<file path="src/logic/optmod_pkg.sv">
// Shared constants for the optical module control and status link.
// Assumes a single 250 MHz clock shared by both ends of the link.
package optmod_pkg;

  // ----------------------------------------
  // Clock
  // ----------------------------------------
  localparam int unsigned CLK_PERIOD_NS = 4;

  // ----------------------------------------
  // Times as printed, and derived cycle counts
  // ----------------------------------------
  localparam int unsigned T_RESET_HOLD_US = 10;
  localparam int unsigned T_INIT_MS = 300;
  localparam int unsigned T_DATA_READY_MS = 1000;
  localparam int unsigned T_SERIAL_READY_MS = 300;
  localparam int unsigned T_WRITE_CYCLE_MS = 10;
  localparam int unsigned F_SERIAL_CLOCK_KHZ = 400;
  localparam int unsigned SERIAL_BITS_PER_BYTE = 9;

  // Least times round up, longest times round down
  localparam int unsigned RESET_HOLD_CYCLES =
    (T_RESET_HOLD_US * 1000 + CLK_PERIOD_NS - 1) / CLK_PERIOD_NS;
  localparam int unsigned INIT_CYCLES = (T_INIT_MS * 1000000) / CLK_PERIOD_NS;
  localparam int unsigned DATA_READY_CYCLES = (T_DATA_READY_MS * 1000000) / CLK_PERIOD_NS;
  localparam int unsigned SERIAL_READY_CYCLES = (T_SERIAL_READY_MS * 1000000) / CLK_PERIOD_NS;
  localparam int unsigned WRITE_CYCLE_CYCLES = (T_WRITE_CYCLE_MS * 1000000) / CLK_PERIOD_NS;
  localparam int unsigned SERIAL_BYTE_NS =
    (SERIAL_BITS_PER_BYTE * 1000000 + F_SERIAL_CLOCK_KHZ - 1) / F_SERIAL_CLOCK_KHZ;
  localparam int unsigned SERIAL_BYTE_CYCLES =
    (SERIAL_BYTE_NS + CLK_PERIOD_NS - 1) / CLK_PERIOD_NS;

  // ----------------------------------------
  // Management address map
  // ----------------------------------------
  localparam logic PAGE_ID = 1'b0;
  localparam logic PAGE_DIAG = 1'b1;
  localparam logic [7:0] CTRL_STATUS_ADDR = 8'h6E;
  localparam logic [7:0] SCRATCH_BASE_ADDR = 8'h80;
  localparam int unsigned SCRATCH_DEPTH = 8;
  localparam logic [7:0] UNMAPPED_DATA = 8'h00;

  // Control and status byte fields
  localparam int unsigned HW_DISABLE_BIT = 7;
  localparam int unsigned SOFT_DISABLE_BIT = 6;
  localparam int unsigned FAULT_BIT = 2;
  localparam int unsigned SIGNAL_LOST_BIT = 1;
  localparam int unsigned DATA_READY_BIT = 0;

endpackage

</file>
<file path="src/logic/optmod_link_if.sv">
// Link between the host board controller and the optical module.
// Assumes both ends run on the same clock; management bytes are abstracted.
interface optmod_link_if;
  logic laser_disable;
  logic tx_fault;
  logic rx_signal_lost;
  logic mgmt_req;
  logic mgmt_we;
  logic mgmt_page;
  logic [7:0] mgmt_addr;
  logic [7:0] mgmt_wdata;
  logic mgmt_last;
  logic mgmt_ack;
  logic mgmt_ok;
  logic [7:0] mgmt_rdata;

  modport module_end (
    input laser_disable, mgmt_req, mgmt_we, mgmt_page, mgmt_addr, mgmt_wdata, mgmt_last,
    output tx_fault, rx_signal_lost, mgmt_ack, mgmt_ok, mgmt_rdata
  );

  modport host_end (
    output laser_disable, mgmt_req, mgmt_we, mgmt_page, mgmt_addr, mgmt_wdata, mgmt_last,
    input tx_fault, rx_signal_lost, mgmt_ack, mgmt_ok, mgmt_rdata
  );
endinterface

</file>
<file path="src/logic/optmod_module_end.sv">
// Optical module end: laser enable, fault latch, signal loss and management bytes.
// Assumes the host paces bytes; bytes inside the write cycle time or power-on wait are refused.
module optmod_module_end
  import optmod_pkg::*;
#(
  parameter int unsigned INIT_CNT = INIT_CYCLES,
  parameter int unsigned DATA_READY_CNT = DATA_READY_CYCLES,
  parameter int unsigned SERIAL_READY_CNT = SERIAL_READY_CYCLES,
  parameter int unsigned WRITE_CYCLE_CNT = WRITE_CYCLE_CYCLES
) (
  input wire logic clk_i,
  input wire logic rst_b_i,
  optmod_link_if.module_end link,
  input wire logic laser_fault_i,
  input wire logic signal_ok_i,
  input wire logic monitor_ok_i,
  output logic laser_on_o,
  output logic init_done_o
);

  // ----------------------------------------
  // State
  // ----------------------------------------
  logic [31:0] por_cnt_q, por_cnt_d;
  logic [31:0] init_cnt_q, init_cnt_d;
  logic [31:0] hold_cnt_q, hold_cnt_d;
  logic [31:0] busy_cnt_q, busy_cnt_d;
  logic dis_prev_q, dis_prev_d;
  logic fault_q, fault_d;
  logic los_q, los_d;
  logic soft_dis_q, soft_dis_d;
  logic ready_q, ready_d;
  logic laser_on_q, laser_on_d;
  logic init_done_q, init_done_d;
  logic ack_q, ack_d;
  logic ok_q, ok_d;
  logic [7:0] rdata_q, rdata_d;
  logic [7:0] scratch_q [SCRATCH_DEPTH];
  logic [7:0] scratch_d [SCRATCH_DEPTH];

  logic dis_fall;
  logic bus_open;
  logic accept;
  logic [7:0] status_byte;
  logic in_scratch;
  logic [2:0] scratch_idx;
  logic [7:0] scratch_off;

  assign dis_fall = dis_prev_q & ~link.laser_disable;
  assign bus_open = por_cnt_q >= SERIAL_READY_CNT;
  assign accept = link.mgmt_req & bus_open & (busy_cnt_q == 32'h0000_0000);
  assign scratch_off = link.mgmt_addr - SCRATCH_BASE_ADDR;
  assign in_scratch = (link.mgmt_page == PAGE_DIAG) && (link.mgmt_addr >= SCRATCH_BASE_ADDR)
    && (scratch_off < 8'(SCRATCH_DEPTH));
  assign scratch_idx = scratch_off[2:0];

  always_comb begin
    status_byte = 8'h00;
    status_byte[HW_DISABLE_BIT] = link.laser_disable;
    status_byte[SOFT_DISABLE_BIT] = soft_dis_q;
    status_byte[FAULT_BIT] = fault_q;
    status_byte[SIGNAL_LOST_BIT] = los_q;
    status_byte[DATA_READY_BIT] = ready_q;
  end

  // ----------------------------------------
  // Power-on timing, init and fault latch
  // ----------------------------------------
  always_comb begin
    por_cnt_d = por_cnt_q;
    if (por_cnt_q != 32'hFFFF_FFFF) begin
      por_cnt_d = por_cnt_q + 32'h0000_0001;
    end
    dis_prev_d = link.laser_disable;
    hold_cnt_d = 32'h0000_0000;
    if (link.laser_disable) begin
      hold_cnt_d = (hold_cnt_q == 32'hFFFF_FFFF) ? hold_cnt_q : hold_cnt_q + 32'h0000_0001;
    end
    // Init restarts on every release of the disable line
    init_cnt_d = init_cnt_q;
    init_done_d = init_done_q;
    if (dis_fall) begin
      init_cnt_d = 32'(INIT_CNT);
      init_done_d = 1'b0;
    end else if (init_cnt_q > 32'h0000_0001) begin
      init_cnt_d = init_cnt_q - 32'h0000_0001;
    end else begin
      init_cnt_d = 32'h0000_0000;
      init_done_d = 1'b1;
    end
    // Latched until a long enough disable hold ends; a new fault wins over the clear
    fault_d = fault_q;
    if (dis_fall && hold_cnt_q >= 32'(RESET_HOLD_CYCLES)) begin
      fault_d = 1'b0;
    end
    if (laser_fault_i) begin
      fault_d = 1'b1;
    end
    los_d = ~signal_ok_i;
    ready_d = monitor_ok_i && (por_cnt_q >= 32'(DATA_READY_CNT));
  end

  always_ff @(posedge clk_i) begin
    if (!rst_b_i) begin
      por_cnt_q <= 32'h0000_0000;
      dis_prev_q <= 1'b0;
      hold_cnt_q <= 32'h0000_0000;
      init_cnt_q <= 32'(INIT_CNT);
      init_done_q <= 1'b0;
      fault_q <= 1'b0;
      los_q <= 1'b1;
      ready_q <= 1'b0;
    end else begin
      por_cnt_q <= por_cnt_d;
      dis_prev_q <= dis_prev_d;
      hold_cnt_q <= hold_cnt_d;
      init_cnt_q <= init_cnt_d;
      init_done_q <= init_done_d;
      fault_q <= fault_d;
      los_q <= los_d;
      ready_q <= ready_d;
    end
  end

  // ----------------------------------------
  // Laser drive
  // ----------------------------------------
  // Registered one cycle behind its terms; a disable line release with init done turns it on for one cycle, then it waits for the restarted init to finish
  always_comb begin
    laser_on_d = init_done_q & ~link.laser_disable & ~soft_dis_q & ~fault_q;
  end

  always_ff @(posedge clk_i) begin
    if (!rst_b_i) begin
      laser_on_q <= 1'b0;
    end else begin
      laser_on_q <= laser_on_d;
    end
  end

  // ----------------------------------------
  // Management byte access
  // ----------------------------------------
  // Refused bytes are still answered, with ok low, so the host never hangs
  always_comb begin
    ack_d = link.mgmt_req;
    ok_d = accept;
    rdata_d = UNMAPPED_DATA;
    soft_dis_d = soft_dis_q;
    busy_cnt_d = (busy_cnt_q != 32'h0000_0000) ? busy_cnt_q - 32'h0000_0001 : busy_cnt_q;
    if (accept) begin
      if (link.mgmt_page == PAGE_DIAG && link.mgmt_addr == CTRL_STATUS_ADDR) begin
        rdata_d = status_byte;
        if (link.mgmt_we) begin
          soft_dis_d = link.mgmt_wdata[SOFT_DISABLE_BIT];
        end
      end else if (in_scratch) begin
        rdata_d = scratch_q[scratch_idx];
      end
      if (link.mgmt_we && link.mgmt_last) begin
        busy_cnt_d = 32'(WRITE_CYCLE_CNT);
      end
    end
  end

  for (genvar i = 0; i < SCRATCH_DEPTH; i++) begin : g_scratch
    always_comb begin
      scratch_d[i] = scratch_q[i];
      if (accept && link.mgmt_we && in_scratch && scratch_idx == 3'(i)) begin
        scratch_d[i] = link.mgmt_wdata;
      end
    end

    always_ff @(posedge clk_i) begin
      if (!rst_b_i) begin
        scratch_q[i] <= 8'h00;
      end else begin
        scratch_q[i] <= scratch_d[i];
      end
    end
  end

  always_ff @(posedge clk_i) begin
    if (!rst_b_i) begin
      ack_q <= 1'b0;
      ok_q <= 1'b0;
      rdata_q <= 8'h00;
      soft_dis_q <= 1'b0;
      busy_cnt_q <= 32'h0000_0000;
    end else begin
      ack_q <= ack_d;
      ok_q <= ok_d;
      rdata_q <= rdata_d;
      soft_dis_q <= soft_dis_d;
      busy_cnt_q <= busy_cnt_d;
    end
  end

  // ----------------------------------------
  // Outputs
  // ----------------------------------------
  assign link.tx_fault = fault_q;
  assign link.rx_signal_lost = los_q;
  assign link.mgmt_ack = ack_q;
  assign link.mgmt_ok = ok_q;
  assign link.mgmt_rdata = rdata_q;
  assign laser_on_o = laser_on_q;
  assign init_done_o = init_done_q;

endmodule

</file>
<file path="src/flat_wrapper.sv">
// flat-port wrapper written by rule: the top's interface ports become plain ports
module optmod_module_end_flat import optmod_pkg::*;
#(
  parameter int unsigned INIT_CNT = INIT_CYCLES,
  parameter int unsigned DATA_READY_CNT = DATA_READY_CYCLES,
  parameter int unsigned SERIAL_READY_CNT = SERIAL_READY_CYCLES,
  parameter int unsigned WRITE_CYCLE_CNT = WRITE_CYCLE_CYCLES
)
  (clk_i, rst_b_i, laser_fault_i, signal_ok_i, monitor_ok_i, laser_on_o, init_done_o, link_laser_disable, link_mgmt_req, link_mgmt_we, link_mgmt_page, link_mgmt_addr, link_mgmt_wdata, link_mgmt_last, link_tx_fault, link_rx_signal_lost, link_mgmt_ack, link_mgmt_ok, link_mgmt_rdata);
  optmod_link_if link_i ();
  input wire logic clk_i;
  input wire logic rst_b_i;
  input wire logic laser_fault_i;
  input wire logic signal_ok_i;
  input wire logic monitor_ok_i;
  output logic laser_on_o;
  output logic init_done_o;
  input wire logic [$bits(link_i.laser_disable)-1:0] link_laser_disable;
  input wire logic [$bits(link_i.mgmt_req)-1:0] link_mgmt_req;
  input wire logic [$bits(link_i.mgmt_we)-1:0] link_mgmt_we;
  input wire logic [$bits(link_i.mgmt_page)-1:0] link_mgmt_page;
  input wire logic [$bits(link_i.mgmt_addr)-1:0] link_mgmt_addr;
  input wire logic [$bits(link_i.mgmt_wdata)-1:0] link_mgmt_wdata;
  input wire logic [$bits(link_i.mgmt_last)-1:0] link_mgmt_last;
  output wire logic [$bits(link_i.tx_fault)-1:0] link_tx_fault;
  output wire logic [$bits(link_i.rx_signal_lost)-1:0] link_rx_signal_lost;
  output wire logic [$bits(link_i.mgmt_ack)-1:0] link_mgmt_ack;
  output wire logic [$bits(link_i.mgmt_ok)-1:0] link_mgmt_ok;
  output wire logic [$bits(link_i.mgmt_rdata)-1:0] link_mgmt_rdata;
  assign link_i.laser_disable = link_laser_disable;
  assign link_i.mgmt_req = link_mgmt_req;
  assign link_i.mgmt_we = link_mgmt_we;
  assign link_i.mgmt_page = link_mgmt_page;
  assign link_i.mgmt_addr = link_mgmt_addr;
  assign link_i.mgmt_wdata = link_mgmt_wdata;
  assign link_i.mgmt_last = link_mgmt_last;
  assign link_tx_fault = link_i.tx_fault;
  assign link_rx_signal_lost = link_i.rx_signal_lost;
  assign link_mgmt_ack = link_i.mgmt_ack;
  assign link_mgmt_ok = link_i.mgmt_ok;
  assign link_mgmt_rdata = link_i.mgmt_rdata;
  optmod_module_end #(.INIT_CNT(INIT_CNT), .DATA_READY_CNT(DATA_READY_CNT), .SERIAL_READY_CNT(SERIAL_READY_CNT), .WRITE_CYCLE_CNT(WRITE_CYCLE_CNT)) u_core (.clk_i(clk_i), .rst_b_i(rst_b_i), .link(link_i), .laser_fault_i(laser_fault_i), .signal_ok_i(signal_ok_i), .monitor_ok_i(monitor_ok_i), .laser_on_o(laser_on_o), .init_done_o(init_done_o));
endmodule
</file>
<file path="config.mk">
export PLATFORM = sky130hd
export DESIGN_NAME = optmod_module_end_flat
export DESIGN_NICKNAME = d
export VERILOG_FILES = /design/src/logic/optmod_pkg.sv /design/src/logic/optmod_link_if.sv /design/src/logic/optmod_module_end.sv /design/src/flat_wrapper.sv
export SDC_FILE = /design/constraint.sdc
export NUM_CORES = 1
export LEC_CHECK = 0
export ABC_AREA = 1
export BUFFER_PORTS_ARGS = -buffer_cell sky130_fd_sc_hd__buf_2
export CORE_ASPECT_RATIO = 0.6
export CORE_MARGIN = 2
export CORE_UTILIZATION = 28
export CTS_BUF_LIST = sky130_fd_sc_hd__clkbuf_2 sky130_fd_sc_hd__clkbuf_4 sky130_fd_sc_hd__clkbuf_8
export CTS_CLUSTER_SIZE = 8
export DETAILED_ROUTE_END_ITERATION = 16
export PLACE_DENSITY = 0.47
export SKIP_CTS_REPAIR_TIMING = 1
export SLEW_MARGIN = 40
export SYNTH_ARGS = -nofsm -noshare
export SYNTH_HDL_FRONTEND = slang
export SYNTH_SLANG_ARGS = --single-unit
</file>
<file path="constraint.sdc">
create_clock -name clk_i -period 3.3 [get_ports clk_i]
set_input_delay 0.33 -clock clk_i [delete_from_list [all_inputs] [get_ports clk_i]]
set_output_delay 0.33 -clock clk_i [all_outputs]
set_load 0.01 [all_outputs]
</file>
==> impl_metrics.yaml <==
status:
  status: "finished, final reports clean"
timing:
  drv_slew: 0
  max_clock_freq_mhz: 363.6
  fin_setup_tns_ps: 0
  slew_headroom_pct: 47.34
  rsz0062_at_grt: "false"
  finClkSkew_ps: 34.70
  setup_viol: 0
  worstMarginPinSlew_ps: 782.7
  hold_violations: 0
  fin_crit_sh_pct: 83.35
  fin_ws_ps: 549.6
  min_period_ps: 2750
synthesis:
  synth-compound-area-share_pct: 8.404
  synthMuxAreaShare_pct: 0
  avgSynthCellArea_sq_um: 7.444
  syn-cell-area_sq_mm: 0.01062
  synth_area_leaders: "dfxtp_1 27%, edfxtp_1 18%, nand2_1 11%, nor2_1 9.1%, inv_1 6.0%"
  synth_xor_area_share_pct: 5.611
  yosysSeqAreaShare_pct: 45.45
  ys_ff_latch: 209
  synth_top_family_by_area: "simple AND/OR/NAND/NOR gates"
  synth_adder_area_share_pct: 0.8251
  synth_commonest_cells: "299 x nand2_1, 257 x nor2_1, 169 x inv_1"
  synth_top_area_cell: "dfxtp_1"
  syn_inst: 1426
  synth-main-ff-cell: "dfxtp_1"
  synth.top_cell.area_share_pct: 27.35
  synthSimpleGateAreaFrac_pct: 32.50
  synthArstFlopShare_pct: 0
  synth.most_common_cell: "nand2_1"
  synth_cell_types: 43
  synth_edf_count: 64
  ys_warn_count: 0
  synth.net_count: 1459
worst_setup_path:
  r2r-start: "u_core.busy_cnt_q[0]"
  cp-start-kind: "flip-flop"
  critPathKind: "flip-flop to flip-flop"
  crit_required_ps: 3730
  cp_slowest_stage_delay_ps: 400
  critPathArrivalTime_ps: 3180
  critPathSlowestCell: "nand4_1"
  path_cells: "inv_1, ha_1, nand2_1, nor2_1, nand3_1, nor3_2, nand4_1, nand2_1, nor3_1"
  worstSetupEndpointType: "flip-flop"
  path_max_fanout: 9
  startpoint: "u_core.busy_cnt_q[0]"
  crit_top_cell: "nand2_1"
drt:
  drt_wl_total_um: 31340
  ant_nets: 0
  dr.pass1.iters: 5
  drc_errors: 0
  wl_per_cell_um: 15.45
  vias: 9526
  vias_per_cell: 4.695
  drtIter0Drc: 907
cts:
  cts_tree: "yes"
  clockBufferDepth: 3
  root_buffer: "clkbuf_8"
  htree_num_levels: 2
  clk_pin_slew_ps: 70
  cts_buffers: 36
  clock_sinks: 209
  worstSkewPairLatency_ps: 570
floorplan:
  rows: 55
  coreArea_sq_mm: 0.03750
  ioPinCount: 40
  dieArea_sq_mm: 0.03954
  die_y_um: 154.8
  dieWidth_um: 255.4
  initial_core_util_pct: 28.30
grt:
  grt_overflow: 0
  grt_use_total_pct: 15.60
  grt_max_degree: 45
  grt_pass1_vias: 8498
  grt_pass1_wl_um: 48320
  antenna_found_initial: 0
place:
  routabilityCongestion: 0.8627
  port_buffers: 39
  dp_hpwl_um: 23190
  place_ws_ps: 617.9
pwr:
  ir_drop_v: 0.0002905
  power_density_mw_per_mm2: 604.0
  p_leak_nw: 5.022
cells_and_area:
  drive_gt1_share_pct: 9.631
  nets: 1523
  num_antenna_cells: 0
  syn_to_final_growth_pct: 15.17
hold_path:
  worstHoldPathType: "input port to flip-flop"
  worstHoldStart: "link_laser_disable"
job:
  cap_violations: 0
==> path summary, 6_finish.rpt <==
| path | cells after the start | slack [ps] | end |
|---|---|---|---|
| max | 9 | 550 | u_core.busy_cnt_q[26] |
| min | 2 | 20 | u_core.laser_on_o |
| max reg2reg | 9 | 550 | u_core.busy_cnt_q[26] |
| min reg2reg | 1 | 440 | u_core.init_cnt_q[0] |
==> critical path, delay by kind of cell, from the launching register on <==
family	cells	cell delay (ps)
adder cells (fa/ha/maj)	1	310
buffers and inverters	1	120
flip-flops	1	330
AND/OR/NAND/NOR	7	1870
==> layout make-up <==
| class | count | area, sq um |
|---|---|---|
| Sequential cell | 209 | 4825 |
| Timing Repair Buffer | 52 | 297.8 |
| Fill cell | 3992 | 25280 |
| Inverter | 174 | 653.1 |
| Tap cell | 513 | 641.9 |
| Clock inverter | 4 | 57.56 |
| Clock buffer | 60 | 725.7 |
| Multi-Input combinational cell | 1017 | 5025 |
==> kinds of logic after synthesis <==
logic type,count (synthesis)
XOR/XNOR,68
buffers and inverters,200
adder cells (fa/ha/maj),7
flip-flops,209
AO/OA/AOI/OAI,158
AND/OR/NAND/NOR,784
==> per-stage QoR <==
stage / instance area (sq um) / utilization [%] / hold WS [ps] / std cells / power [mW]
floorplan: 10620 / - / 400.0 / 1426 / 4.352
global placement: 11420 / 30.46 / 429.2 / 1963 / 4.829
detailed placement: 11420 / 30.46 / 435.2 / 1963 / 4.809
CTS: 12210 / 32.54 / -86.95 / 2027 / 7.457
global route: 12230 / 32.60 / 2.762 / 2029 / 7.828
finish: 12230 / 32.60 / 22.82 / 2029 / 7.385
==> routing by layer <==
metal	global-route usage, %	wire, um
met5	0	0
met1	26.17	17060
met2	19.06	11210
met3	3.392	2710
met4	3.417	362
==> state kept, by name, indices dropped and copies added (netlist names), 8 cells and up <==
register	flops
u_core.scratch_q	64
u_core.busy_cnt_q	32
u_core.hold_cnt_q	32
u_core.init_cnt_q	32
u_core.por_cnt_q	32
u_core.link.mgmt_rdata	8
==> report_power, final <==
group | internal, mW | switching [mW] | leakage [nW]
Clock | 1.47 | 1.12 | 0.415
Sequential | 2.84 | 0.182 | 1.78
Combinational | 0.590 | 1.17 | 2.82
==> layout by cell type, fill, tap and decap left out, types with 2 or more instances in the layout <==
master | netlist | layout
nand3_1 | 86 | 86
nor2_1 | 257 | 257
dlygate4sd3_1 | 0 | 2
nand2_1 | 299 | 299
nor3_2 | 5 | 5
a31oi_1 | 13 | 13
nand3b_1 | 3 | 3
o21ai_0 | 55 | 55
a211oi_1 | 3 | 3
inv_1 | 169 | 169
nand4_1 | 32 | 32
clkbuf_4 | 0 | 16
xor2_1 | 49 | 49
o31ai_1 | 4 | 4
a22oi_1 | 14 | 14
buf_2 | 6 | 39
clkbuf_8 | 0 | 44
nor2_2 | 5 | 5
nor3b_1 | 3 | 3
o22ai_1 | 12 | 12
edfxtp_1 | 64 | 64
a21o_1 | 2 | 2
or2_2 | 7 | 7
a21oi_1 | 51 | 51
nor3_1 | 54 | 54
nor4_1 | 18 | 18
inv_2 | 3 | 3
buf_4 | 0 | 11
dfxtp_1 | 145 | 145
nand3_2 | 7 | 7
clkinv_1 | 2 | 2
ha_1 | 7 | 7
xnor2_1 | 19 | 19
nand3_4 | 2 | 2
(Power assumes the default switching activity.)
